### config.mk
export PLATFORM = sky130hd
export DESIGN_NAME = initial_reset_generator
export DESIGN_NICKNAME = d
export VERILOG_FILES = /design/src/reset_gen_pkg.sv /design/src/initial_reset_generator.sv /design/src/key_reset_qualifier.sv
export VERILOG_INCLUDE_DIRS = /design/src /design/src/src
export SDC_FILE = /design/constraint.sdc
export NUM_CORES = 1
export LEC_CHECK = 0
export BUFFER_PORTS_ARGS = -buffer_cell sky130_fd_sc_hd__buf_4
export CAP_MARGIN = 20
export CORE_MARGIN = 1.5
export CORE_UTILIZATION = 23
export DETAILED_ROUTE_END_ITERATION = 8
export PLACE_DENSITY = 0.4
export SYNTH_ARGS = -nofsm -noshare
export SYNTH_HDL_FRONTEND = slang
export SYNTH_SLANG_ARGS = --single-unit
### constraint.sdc
create_clock -name ref_clk -period 4.5 [get_ports ref_clk]
set_clock_uncertainty 0.2 [all_clocks]
set_input_delay 0.9 -clock ref_clk [delete_from_list [all_inputs] [get_ports ref_clk]]
set_output_delay 0.9 -clock ref_clk [all_outputs]
set_load 0.01 [all_outputs]
### src/reset_gen_regs.svh
// register offsets, reset values and timing counts of the reset generator
// assumes byte addressing on a 32-bit Avalon-MM slave port
`ifndef RESET_GEN_REGS_SVH
`define RESET_GEN_REGS_SVH

// ==========================================================
// register byte offsets
`define OFS_CTRL       5'h00
`define OFS_STATUS     5'h04
`define OFS_WIDE_SP    5'h08
`define OFS_NIBBLE_SP  5'h0C
`define OFS_EXT        5'h10
`define OFS_PC         5'h14
`define OFS_PORT       5'h18

// ==========================================================
// field widths and reset values
`define CTRL_W         9
`define PORT_W         20
`define STATUS_W       5
`define CTRL_RESET     9'h01F
`define PORT_RESET     20'h0000F
`define PC_RESET       16'h0110
`define PULLUP_RESET   8'hFF

// ==========================================================
// timing counts in oscillator periods (key counts are per n)
`define RELEASE_DIV    1048576
`define NOISE_TICKS    256
`define AUTH_TICKS     524288

`endif

### src/reset_gen_pkg.sv
// types shared by the reset generator and its key qualifier
// assumes the constants header is compiled alongside
package reset_gen_pkg;

   // ==========================================================
   // key combination options
   typedef enum logic [1:0] {
      COMBO_OFF   = 2'b00,
      COMBO_K0123 = 2'b01,
      COMBO_K012  = 2'b10,
      COMBO_K01   = 2'b11
   } key_combo_t;

   // ==========================================================
   // key qualifier states
   typedef enum logic [1:0] {
      KQ_IDLE   = 2'b00,
      KQ_FILTER = 2'b01,
      KQ_AUTH   = 2'b10,
      KQ_FIRED  = 2'b11
   } kq_state_t;

   // ==========================================================
   // register layouts
   typedef struct packed {
      logic       irq_enable;
      logic       sleep;
      logic       auth_en;
      key_combo_t combo;
      logic [3:0] prescale;
   } ctrl_t;

   typedef struct packed {
      logic [7:0] io_dir;
      logic [7:0] io_data;
      logic [3:0] out_data;
   } port_t;

   typedef struct packed {
      logic irq_flag;
      logic ext_flag;
      logic irq_masked;
      logic key_rst;
      logic pin_rst;
   } status_t;

endpackage : reset_gen_pkg

### src/initial_reset_generator.sv
// initial reset generator: pin latch, key reset, cpu reset state, ports
// assumes ref_clk is the oscillator clock and software on Avalon-MM
//
// Contract
// RULE1: pin held low resets the device; cpu runs after release
// RULE2: latch holds pin reset, cleared on rising edge of clock/1048576
// RULE3: board holds pin low at least 0.1 ms while running
// RULE4: at power-up board holds pin low past supply valid plus 100 us
// RULE5: key reset fires when all keys of chosen combination are low
// RULE6: key pulses shorter than 256*n clocks are rejected as noise
// RULE7: board holds keys low at least three noise widths
// RULE8: board holds keys low through filter time after oscillation starts
// RULE9: optional authorise needs 524288*n to 1048576*n clocks low
// RULE10: in sleep the key reset bypasses filter and authorise
// RULE11: reset loads pc with 0110H, clears interrupt and extension flags
// RULE12: data, index, stack registers and memories are left undefined
// RULE13: interrupts masked until both stack pointers are written
// RULE14: extension register write sets extension flag for next step
// RULE15: reset makes outputs drive high and shared pins pulled inputs; io_pullup_en stays 00 while rst_i_n is low, pull-ups come on at the next clock
// RULE16: internal reset is pin latch or qualified key reset
//
// Local design decisions: the address map and the Avalon-MM register port.
`timescale 1ns/1ns
`include "reset_gen_regs.svh"

module initial_reset_generator #(
   parameter int         RELEASE_DIV = `RELEASE_DIV,
   parameter int         NOISE_TICKS = `NOISE_TICKS,
   parameter int         AUTH_TICKS  = `AUTH_TICKS,
   parameter logic [7:0] PULLUP_MASK = `PULLUP_RESET
) (
   // clock and reset
   input  wire logic        ref_clk,
   input  wire logic        rst_n,
   // Avalon-MM slave
   input  wire logic [4:0]  avs_address,
   input  wire logic        avs_read,
   input  wire logic        avs_write,
   input  wire logic [31:0] avs_writedata,
   output logic [31:0]      avs_readdata,
   output logic             avs_waitrequest,
   // board pins
   input  wire logic        reset_pin_n,
   input  wire logic [3:0]  key_inputs,
   // cpu side
   input  wire logic        instr_retire,
   output logic             init_reset,
   output logic [15:0]      program_counter,
   output logic             interrupt_flag,
   output logic             extension_flag,
   output logic             interrupts_masked,
   // shared port pins
   output logic [3:0]       output_port_pins,
   output logic [7:0]       io_out,
   output logic [7:0]       io_oe_n,
   output logic [7:0]       io_pullup_en
);

   localparam int RW   = $clog2(RELEASE_DIV);
   localparam int HALF = RELEASE_DIV / 2;

   // ==========================================================
   // elaboration check
   if (RELEASE_DIV < 4 || (RELEASE_DIV % 2) != 0)
   begin : g_bad
      $error("initial_reset_generator: RELEASE_DIV must be even, >= 4");
   end

   // ==========================================================
   // reset release and pin synchronisers
   logic [1:0] rst_sync_q;
   wire logic  rst_i_n = rst_sync_q[1];
   logic       pin_s1_q;
   logic       pin_s2_q;
   logic [3:0] key_s1_q;
   logic [3:0] key_s2_q;

   always_ff @(posedge ref_clk or negedge rst_n)
   begin
      if (!rst_n)
         rst_sync_q <= 2'b00;
      else
         rst_sync_q <= {rst_sync_q[0], 1'b1};
   end

   // pin reads low until sampled, keeping reset asserted; keys read up
   always_ff @(posedge ref_clk or negedge rst_i_n)
   begin
      if (!rst_i_n)
      begin
         pin_s1_q <= 1'b0;
         pin_s2_q <= 1'b0;
         key_s1_q <= 4'hF;
         key_s2_q <= 4'hF;
      end
      else
      begin
         pin_s1_q <= reset_pin_n;
         pin_s2_q <= pin_s1_q;
         key_s1_q <= key_inputs;
         key_s2_q <= key_s1_q;
      end
   end

   // ==========================================================
   // release divider and reset latch
   logic [RW-1:0] rel_cnt_q;
   logic          pin_latch_q;
   wire logic     rel_wrap = (rel_cnt_q == RW'(RELEASE_DIV - 1));
   wire logic     rel_rise = (rel_cnt_q == RW'(HALF - 1));  // see RULE2
   wire logic [RW-1:0] rel_cnt_d = rel_wrap ? '0 : rel_cnt_q + RW'(1);

   // low pin sets; set wins over a coincident release edge
   wire logic pin_latch_d = !pin_s2_q ? 1'b1                 // see RULE1
                          : (rel_rise ? 1'b0 : pin_latch_q); // see RULE2

   always_ff @(posedge ref_clk or negedge rst_i_n)
   begin
      if (!rst_i_n)
      begin
         rel_cnt_q   <= '0;
         pin_latch_q <= 1'b1;
      end
      else
      begin
         rel_cnt_q   <= rel_cnt_d;
         pin_latch_q <= pin_latch_d;
      end
   end

   // ==========================================================
   // configuration registers
   reset_gen_pkg::ctrl_t ctrl_q;
   reset_gen_pkg::port_t port_q;
   logic                 key_rst;

   key_reset_qualifier #(
      .NOISE_TICKS (NOISE_TICKS),
      .AUTH_TICKS  (AUTH_TICKS)
   ) u_key (
      .clk       (ref_clk),
      .rst_n     (rst_i_n),
      .combo     (ctrl_q.combo),
      .auth_en   (ctrl_q.auth_en),
      .sleep     (ctrl_q.sleep),
      .prescale  (ctrl_q.prescale),
      .key_n     (key_s2_q),
      .key_reset (key_rst)
   );

   wire logic init_reset_d = pin_latch_q | key_rst;         // see RULE16

   // ==========================================================
   // bus decode
   wire logic req      = avs_read | avs_write;
   wire logic accept   = req & !avs_waitrequest;
   wire logic wr       = accept & avs_write;
   wire logic sel_ctrl = (avs_address == `OFS_CTRL);
   wire logic sel_stat = (avs_address == `OFS_STATUS);
   wire logic sel_wsp  = (avs_address == `OFS_WIDE_SP);
   wire logic sel_nsp  = (avs_address == `OFS_NIBBLE_SP);
   wire logic sel_ext  = (avs_address == `OFS_EXT);
   wire logic sel_pc   = (avs_address == `OFS_PC);
   wire logic sel_port = (avs_address == `OFS_PORT);
   // cpu-side writes are ignored while reset holds the cpu
   wire logic wr_cpu   = wr & !init_reset;
   wire logic wr_wsp   = wr_cpu & sel_wsp;
   wire logic wr_nsp   = wr_cpu & sel_nsp;
   wire logic wr_ext   = wr_cpu & sel_ext;

   always_ff @(posedge ref_clk or negedge rst_i_n)
   begin
      if (!rst_i_n)
      begin
         ctrl_q <= reset_gen_pkg::ctrl_t'(`CTRL_RESET);
         port_q <= reset_gen_pkg::port_t'(`PORT_RESET);
      end
      else
      begin
         if (wr & sel_ctrl)
            ctrl_q <= reset_gen_pkg::ctrl_t'(avs_writedata[`CTRL_W-1:0]);
         if (init_reset)
            port_q <= reset_gen_pkg::port_t'(`PORT_RESET);  // see RULE15
         else if (wr & sel_port)
            port_q <= reset_gen_pkg::port_t'(avs_writedata[`PORT_W-1:0]);
      end
   end

   // ==========================================================
   // cpu state held by the initial reset
   // pointer values carry no reset: contents undefined after reset
   logic [9:0]  wide_stack_pointer_q;                        // see RULE12
   logic [7:0]  nibble_stack_pointer_q;                      // see RULE12
   logic [7:0]  address_extension_register_q;                // see RULE12
   logic        wsp_set_q;
   logic        nsp_set_q;

   always_ff @(posedge ref_clk)
   begin
      if (wr_wsp)
         wide_stack_pointer_q <= avs_writedata[9:0];
      if (wr_nsp)
         nibble_stack_pointer_q <= avs_writedata[7:0];
      if (wr_ext)
         address_extension_register_q <= avs_writedata[7:0];
   end

   // rewriting one pointer of a set pair masks again until the other
   wire logic both_set = wsp_set_q & nsp_set_q;
   wire logic wsp_set_d = wr_wsp | (wsp_set_q & !(wr_nsp & both_set));
   wire logic nsp_set_d = wr_nsp | (nsp_set_q & !(wr_wsp & both_set));

   // extension flag lives for one retired instruction after the write
   wire logic ext_flag_d = wr_ext ? 1'b1                     // see RULE14
                         : (instr_retire ? 1'b0 : extension_flag);
   wire logic irq_flag_d = (wr & sel_ctrl)
                         ? avs_writedata[`CTRL_W-1] : interrupt_flag;
   wire logic [15:0] pc_d = instr_retire ? program_counter + 16'h0001
                                         : program_counter;

   always_ff @(posedge ref_clk or negedge rst_i_n)
   begin
      if (!rst_i_n)
      begin
         init_reset        <= 1'b1;
         program_counter   <= `PC_RESET;
         interrupt_flag    <= 1'b0;
         extension_flag    <= 1'b0;
         wsp_set_q         <= 1'b0;
         nsp_set_q         <= 1'b0;
         interrupts_masked <= 1'b1;
      end
      else
      begin
         init_reset <= init_reset_d;                         // see RULE16
         if (init_reset)
         begin
            program_counter   <= `PC_RESET;                  // see RULE11
            interrupt_flag    <= 1'b0;                       // see RULE11
            extension_flag    <= 1'b0;                       // see RULE11
            wsp_set_q         <= 1'b0;                       // see RULE13
            nsp_set_q         <= 1'b0;                       // see RULE13
            interrupts_masked <= 1'b1;                       // see RULE13
         end
         else
         begin
            program_counter   <= pc_d;                       // see RULE1
            interrupt_flag    <= irq_flag_d;
            extension_flag    <= ext_flag_d;
            wsp_set_q         <= wsp_set_d;
            nsp_set_q         <= nsp_set_d;
            interrupts_masked <= !(wsp_set_d & nsp_set_d);   // see RULE13
         end
      end
   end

   // ==========================================================
   // shared pins
   // output pins high and io pins undriven while reset holds
   wire logic [7:0] io_dir_eff = init_reset ? 8'h00 : port_q.io_dir;
   wire logic [7:0] oe_n_d = ~io_dir_eff;                    // see RULE15
   wire logic [7:0] pull_d = ~io_dir_eff & PULLUP_MASK;      // see RULE15
   wire logic [3:0] out_d  = init_reset ? 4'hF : port_q.out_data;

   always_ff @(posedge ref_clk or negedge rst_i_n)
   begin
      if (!rst_i_n)
      begin
         output_port_pins <= 4'hF;
         io_out           <= 8'h00;
         io_oe_n          <= 8'hFF;
         io_pullup_en     <= 8'h00;
      end
      else
      begin
         output_port_pins <= out_d;
         io_out           <= port_q.io_data;
         io_oe_n          <= oe_n_d;
         io_pullup_en     <= pull_d;
      end
   end

   // ==========================================================
   // read mux and handshake: one wait state per access
   reset_gen_pkg::status_t status;
   assign status = '{irq_flag:   interrupt_flag,
                     ext_flag:   extension_flag,
                     irq_masked: interrupts_masked,
                     key_rst:    key_rst,
                     pin_rst:    pin_latch_q};

   wire logic [31:0] rd_d =
        sel_ctrl ? {23'h000000, ctrl_q}
      : sel_stat ? {27'h0000000, status}
      : sel_pc   ? {16'h0000, program_counter}
      : sel_port ? {12'h000, port_q}
      :            32'h00000000;

   always_ff @(posedge ref_clk or negedge rst_i_n)
   begin
      if (!rst_i_n)
      begin
         avs_waitrequest <= 1'b1;
         avs_readdata    <= 32'h00000000;
      end
      else if (req && avs_waitrequest)
      begin
         avs_waitrequest <= 1'b0;
         avs_readdata    <= avs_read ? rd_d : 32'h00000000;
      end
      else
         avs_waitrequest <= 1'b1;
   end

endmodule : initial_reset_generator

### src/key_reset_qualifier.sv
// qualifies the simultaneous-low key combination into a reset request
// assumes synchronised active-low keys and an asynchronous active-low reset
`timescale 1ns/1ns
`include "reset_gen_regs.svh"

module key_reset_qualifier #(
   parameter int NOISE_TICKS = `NOISE_TICKS,
   parameter int AUTH_TICKS  = `AUTH_TICKS
) (
   // clock and reset
   input  wire logic                       clk,
   input  wire logic                       rst_n,
   // configuration
   input  wire reset_gen_pkg::key_combo_t  combo,
   input  wire logic                       auth_en,
   input  wire logic                       sleep,
   input  wire logic [3:0]                 prescale,
   // keys, low when pressed
   input  wire logic [3:0]                 key_n,
   // qualified request
   output logic                            key_reset
);

   localparam int CW = 20;

   // ==========================================================
   // elaboration check
   if (NOISE_TICKS < 1 || AUTH_TICKS <= NOISE_TICKS ||
       AUTH_TICKS > (1 << CW))
   begin : g_bad
      $error("key_reset_qualifier: tick counts out of range");
   end

   // ==========================================================
   // combination decode
   wire logic all4  = ~|key_n;
   wire logic first3 = ~|key_n[2:0];
   wire logic first2 = ~|key_n[1:0];
   logic      combo_low;

   always_comb
   begin
      case (combo)
         reset_gen_pkg::COMBO_K0123: combo_low = all4;   // see RULE5
         reset_gen_pkg::COMBO_K012:  combo_low = first3; // see RULE5
         reset_gen_pkg::COMBO_K01:   combo_low = first2; // see RULE5
         default:                    combo_low = 1'b0;
      endcase
   end

   // ==========================================================
   // prescaler tick every n = setting + 1 cycles
   logic [3:0] pre_q;
   wire logic  tick = (pre_q == prescale);
   wire logic [3:0] pre_d = tick ? 4'h0 : pre_q + 4'h1;

   // ==========================================================
   // filter and authorise sequence
   reset_gen_pkg::kq_state_t state_q, state_d;
   logic [CW-1:0] cnt_q, cnt_d;
   wire logic noise_done = tick && (cnt_q == CW'(NOISE_TICKS - 1));
   wire logic auth_done  = tick && (cnt_q == CW'(AUTH_TICKS - 1));
   wire logic [CW-1:0] cnt_inc = tick ? cnt_q + CW'(1) : cnt_q;

   always_comb
   begin
      state_d = state_q;
      cnt_d   = cnt_inc;
      case (state_q)
         reset_gen_pkg::KQ_IDLE:
         begin
            cnt_d = '0;
            if (combo_low)
               state_d = reset_gen_pkg::KQ_FILTER;
         end
         reset_gen_pkg::KQ_FILTER:
         begin
            // short pulses fall back to idle
            if (!combo_low)
               state_d = reset_gen_pkg::KQ_IDLE;        // see RULE6
            else if (noise_done)
            begin
               cnt_d   = '0;
               state_d = auth_en ? reset_gen_pkg::KQ_AUTH
                                 : reset_gen_pkg::KQ_FIRED;
            end
         end
         reset_gen_pkg::KQ_AUTH:
         begin
            if (!combo_low)
               state_d = reset_gen_pkg::KQ_IDLE;        // see RULE9
            else if (auth_done)
               state_d = reset_gen_pkg::KQ_FIRED;       // see RULE9
         end
         reset_gen_pkg::KQ_FIRED:
         begin
            cnt_d = '0;
            if (!combo_low)
               state_d = reset_gen_pkg::KQ_IDLE;
         end
         default:
         begin
            cnt_d   = '0;
            state_d = reset_gen_pkg::KQ_IDLE;
         end
      endcase
   end

   // oscillator stopped in sleep: filter and timer are skipped
   wire logic key_reset_d = sleep ? combo_low                // see RULE10
                          : (state_d == reset_gen_pkg::KQ_FIRED);

   always_ff @(posedge clk or negedge rst_n)
   begin
      if (!rst_n)
      begin
         pre_q     <= 4'h0;
         cnt_q     <= '0;
         state_q   <= reset_gen_pkg::KQ_IDLE;
         key_reset <= 1'b0;
      end
      else
      begin
         pre_q     <= pre_d;
         cnt_q     <= cnt_d;
         state_q   <= state_d;
         key_reset <= key_reset_d;
      end
   end

endmodule : key_reset_qualifier

### Word-level counts from Yosys, hierarchy flattened

Cells that the tools add are included.

| word-level totals | value |
|---|---|
| output and inout bits | 81 |
| input port bits | 47 |
| logic and storage cells | 133 |
| register bits after elaboration | 172 |

| cells by class | value |
|---|---|
| multiplexer cells | 38 |
| eq/ne operators | 19 |
| bitwise gates (word level) | 19 |
| $add $sub $neg | 4 |
| reduce and logical (&&, ||, !) cells | 21 |

Operator list:

| operator | number |
|---|---|
| 2-to-1 mux 20 bit | 11 |
| adder 20 x 1 -> 20 bit (second input constant) | 2 |
| equality test 20 x 19 -> 1 bit (second input constant) | 2 |
| one-hot mux 20 bit (2 select lines) | 1 |
| 2-to-1 mux 16 bit | 2 |
| equality test 20 bit (second input constant) | 1 |
| equality test 20 x 8 -> 1 bit (second input constant) | 1 |
| adder 16 x 1 -> 16 bit (second input constant) | 1 |
| equality test 5 bit (second input constant) | 3 |
| bitwise AND 1 bit | 14 |
| 2-to-1 mux 1 bit | 13 |
| 2-to-1 mux 2 bit | 6 |
| equality test 2 bit (second input constant) | 5 |
| equality test 5 x 4 -> 1 bit (second input constant) | 2 |
| logical NOT 1 bit | 8 |
| 2-to-1 mux 4 bit | 2 |
| 2-to-1 mux 8 bit | 1 |
| inverter 8 bit | 1 |
| one-hot mux 2 bit (4 select lines) | 1 |
| nonzero test 2 bit | 3 |
| equality test 5 x 3 -> 1 bit (second input constant) | 1 |
| logical NOT 5 bit | 1 |
| adder 4 x 1 -> 4 bit (second input constant) | 1 |
| equality test 2 x 1 -> 1 bit (second input constant) | 2 |
| 10 further kinds | 16 |

### Longest topological paths before layout

| logic depth | value |
|---|---|
| depth after elaboration | 12 |
| depth in mapped cells | 7 |
| mapped depth without buffers | 6 |

### By module

From an unflattened synthesis, not the netlist that was laid out.

| second synthesis, totals | value |
|---|---|
| cells, all modules | 602 |
| area, all modules | 7,024.2 um2 |

Modules (own cells, without submodules):

| module | area each (um2) | cells an instance | instances | sequential area each (um2) |
|---|---|---|---|---|
| initial_reset_generator | 5,571.6 | 459 | 1 | 3,372.0 |
| key_reset_qualifier | 1,452.6 | 143 | 1 | 675.6 |

### Worst setup path before layout

Ideal clock, no wire load.

| timing | value |
|---|---|
| kind | input-to-reg |
| start | input port avs_address[4] |
| end | register ctrl_q[5] (netlist bit) |
| library setup time | 0.127 ns |
| stages | 6 |
| path buffers | 2 |
| required time | 4.173 ns |
| path slack | 1.813 ns |
| arrival | 2.360 ns |
| cell sequence | buf_2 or4_4 nor2_4 and2_1 buf_6 mux2_1 |

| between the ends | value |
|---|---|
| longest elaborated chain between the ends | 2 |

Ends and longest elaborated chain:

| element | line | source |
|---|---|---|
| start: declaration | initial_reset_generator.sv:36 | `input wire logic [4:0] avs_address,` |
| logical NOT 5 bit (no line) | - |  |
| bitwise AND 1 bit | initial_reset_generator.sv:180 | `if (wr & sel_ctrl)` |
| end signal: assignment | initial_reset_generator.sv:175 | `` ctrl_q <= reset_gen_pkg::ctrl_t'(`CTRL_RESET); `` |
| end signal: assignment | initial_reset_generator.sv:181 | `` ctrl_q <= reset_gen_pkg::ctrl_t'(avs_writedata[`CTRL_W-1:0]); `` |
| end: declaration | initial_reset_generator.sv:133 | `reset_gen_pkg::ctrl_t ctrl_q;` |

No other way between the ends.
A chain may end at the register's enable or synchronous reset.

### Worst setup path after layout

| timing | value |
|---|---|
| start | input port avs_address[4] |
| end | register ctrl_q[7] (netlist bit) |

The elaborated chain is that of the path after synthesis.

==> impl_results.md <==
* Post-DP HPWL at 12500 um
* CP Class: in2reg
* GPL Wtd Cong at 0.756
* Reg2reg end: u_key.cnt_q[17]
* Share of cells above drive strength 1 at 31.3%
* Main flop type after synthesis: dfrtp_1
* Crit path arrival time at 2.71 ns
* Setup TNS at 0 ns
* Post-synth EDFFs at 0
* Total CTS buffers at 17
* R2r setup slk at 2.15 ns
* CP startpoint: avs_address[4]
* Global router's overall resource usage at 11.6%
* Pin count of the biggest net entering global routing at 89
* CTS Buffer Depth at 2
* Global-route wire length before repair at 27400 um
* CTS clk-pin slew, worst paths at 0.07 ns
* Crit path largest cell delay at 0.58 ns
* Port Buffers at 103
* Total gr overflow at 0
* # IOs at 128
* Fin util at 29.3%
* RSZ-0062 raised after global routing: no
* Internal power at 2.47 mW
* R2R cell count at 6
* Final Instance Count excl. Fillers at 1095
* Wirelength, routed at 17300 um
* Worst setup path endpoint: ctrl_q[7]
* Starting DRT DRC Count at 185
* Crit path max-delay family: simple AND/OR/NAND/NOR gates
* CTS tree: done
* Fmax at 382 MHz
* Via density at 4.32
* Post-Syn Area at 6850 sq um
* Levels on crit path at 5
* DRC errors left at 0
* Seq/Total Area, Yosys at 59.1%
* ANT nets after route at 0
* Synthesis warning total at 0
* # setup viols final at 0
* Dominant cells by area after synthesis: dfrtp_1, dfstp_2, xor2_1
* Worst IR drop on VDD at 0.250 mV
* Worst rel slew slack at 36.9%
* Area delta synth->final at 26.0%
* Die W at 176 um
* Period minus WS final at 2.62 ns
* Post-placement cell count at 1061
* Final nets at 741
* Post-CTS Setup Repair Bufs at 0
* Crit path max-delay cell type: or4_4
* Fin crit share at 58.1%
* Power per cell area at 380 nW/um^2
* Worst-Margin Slew at 0.946 ns
* Asr flop ratio synth at 100%
* DRT Pass-1 Iters at 5
* Root Driver: clkbuf_16
* Commonest cells in the netlist: dfrtp_1, nor2_1, nand2_1, xor2_1, dfstp_2
* FF/Latch Area at 4050 sq um
* Fin. Hold Viols at 0
* Cell taking the most area after synthesis: dfrtp_1
* # fillers at 3081
* Switching power share of the total at 24.9%
* Crit end category: flop
* Worst Path Max Fanout at 10
* Syn Area/Cell at 11.8 sq um
* HP Class: in2async
* Vias in the first global route at 4898
* Leakage at 3.66 nW
* Hold Buf Count CTS at 0
* Cell Rows at 63
* Logic pwr share at 7.4%
* Clock power share at 45.7%
* CP cell instances: buf_4 -> or4_4 -> nor2_4 -> and2_1 -> mux2_1
* Post-cts gate resize count at 0
* Flop pwr share at 46.8%
* Critical path launch point type: primary input
* Most common cell in the netlist: dfrtp_1
* Gate Count Post-Synth at 583
* Die Height at 176 um
* Synthesized flop and latch total at 160
* Worst R2R Start: u_key.cnt_q[11]
* Full die area at 30800 sq um
* Post-synth cell types at 60
* WL per Instance at 15.8 um
* Initial Util at 23.2%
* Clock Latency Late Sink at 0.43 ns
* WP data required at 4.60 ns
* Switching power at 817 uW
* Outcome: finished clean
* Core area at 29500 sq um
* Worst path buffer plus inverter count at 1
* CTS HTree Levels at 4
* Clock tree sinks at 160
* Final Slew Violations at 0
* Multi-input gate area at 2620 sq um
* Vias at 4729
* Top cell type's share of synthesized area at 45.6%
* Initial antenna violation count at 2
* Max_cap viols at 0
-- cells by family (layout without fill, tap and decap cells) --
logic type / count (synthesis) / in the layout / synth area share [%]
AND/OR/NAND/NOR: 226 / 226 / 18.2
flip-flops: 160 / 160 / 59.1
AO/OA/AOI/OAI: 79 / 79 / 8.71
XOR/XNOR: 56 / 56 / 7.16
buffers and inverters: 39 / 148 / 3.41
multiplexers: 17 / 17 / 2.65
adder cells (fa/ha/maj): 4 / 4 / 0.730
other: 2 / 15 / 0.110
-- area by class of cell --
| type | count | share of cell area [%] |
|---|---|---|
| antenna | 2 | 0.0580 |
| clock buffer | 19 | 5.01 |
| clock inverter | 13 | 1.98 |
| inverter | 5 | 0.217 |
| multi-input combinational | 395 | 30.4 |
| sequential | 160 | 46.9 |
| tap | 390 | 5.65 |
| timing repair buffer | 111 | 9.79 |
-- worst min-delay path by stage --
stage / slack (ns) / endpoint / start
floorplan: 0.13 / rst_sync_q[1] / rst_sync_q[0]
global placement: 0.14 / rst_sync_q[1] / rst_sync_q[0]
detailed placement: 0.14 / rst_sync_q[1] / rst_sync_q[0]
CTS: 0.01 / rst_sync_q[1] / rst_n
global route: 0.03 / rst_sync_q[1] / rst_n
finish: 0.04 / rst_sync_q[1] / rst_n
-- worst reg2reg max path, cell delays in order, from the launching register on --
cell and delay [ns]:
dfrtp_1 0.44, or4_4 0.59, nor3_4 0.27, nand3_2 0.11
o31ai_4 0.18, buf_4 0.35, nor2_2 0.09
-- state kept, by name (all words and copies together), names as in the netlist, 2 cells and up --
name              cells
u_key.cnt_q          20
rst_sync_q            2
output_port_pins      4
io_out                8
avs_readdata         20
rel_cnt_q            20
port_q               20
io_oe_n               8
io_pullup_en          8
u_key.state_q         2
program_counter      16
key_s1_q              4
u_key.pre_q           4
ctrl_q                9
key_s2_q              4
-- layer usage --
layer,track usage [%],part of all wire [%],vias up
met4,5.56,3.3,0
li1,-,-,2242
met2,18.6,46,124
met1,14.5,45,2335
met5,0,0,-
met3,2.92,4.9,28
-- power by group through the flow --
stage	logic, mW	clock network [mW]	registers [mW]
global placement	0.245	0	1.56
CTS	0.250	1.56	1.54
detailed placement	0.249	0	1.57
floorplan	0.166	0	1.56
finish	0.244	1.50	1.54
global route	0.276	1.61	1.55
-- per-stage QoR --
stage               instance area (sq um)  total power, mW  hold WS [ns]  setup slack (ns)
global placement                     8030             1.81         0.137              1.43
global route                         8630             3.43        0.0258              1.79
CTS                                  8630             3.35        0.0123              1.87
detailed placement                   8030             1.81         0.137              1.41
floorplan                            6900             1.73         0.131              1.68
finish                               8640             3.28        0.0425              1.88
-- layout by cell type, fill, tap and decap left out, drive strengths merged, types with 4 or more instances in the layout --
cell | synthesis | final
and4 | 4 | 4
o22a | 4 | 4
o21ai | 16 | 16
xnor2 | 17 | 17
or2 | 5 | 5
a22o | 19 | 19
a221oi | 5 | 5
xor2 | 39 | 39
nor4 | 4 | 4
and3 | 9 | 9
ha | 4 | 4
nor2 | 70 | 70
conb | 2 | 13
nor2b | 6 | 6
clkbuf | 10 | 19
nand4 | 19 | 19
nand2 | 39 | 39
a21oi | 8 | 8
mux2 | 9 | 9
mux2i | 8 | 8
nand2b | 13 | 13
a22oi | 10 | 10
dfstp | 35 | 35
and2 | 4 | 4
nor3 | 12 | 12
dfrtp | 125 | 125
nand3 | 29 | 29
inv | 5 | 13
buf | 24 | 111
o31ai | 4 | 4
(Power assumes the default switching activity.)
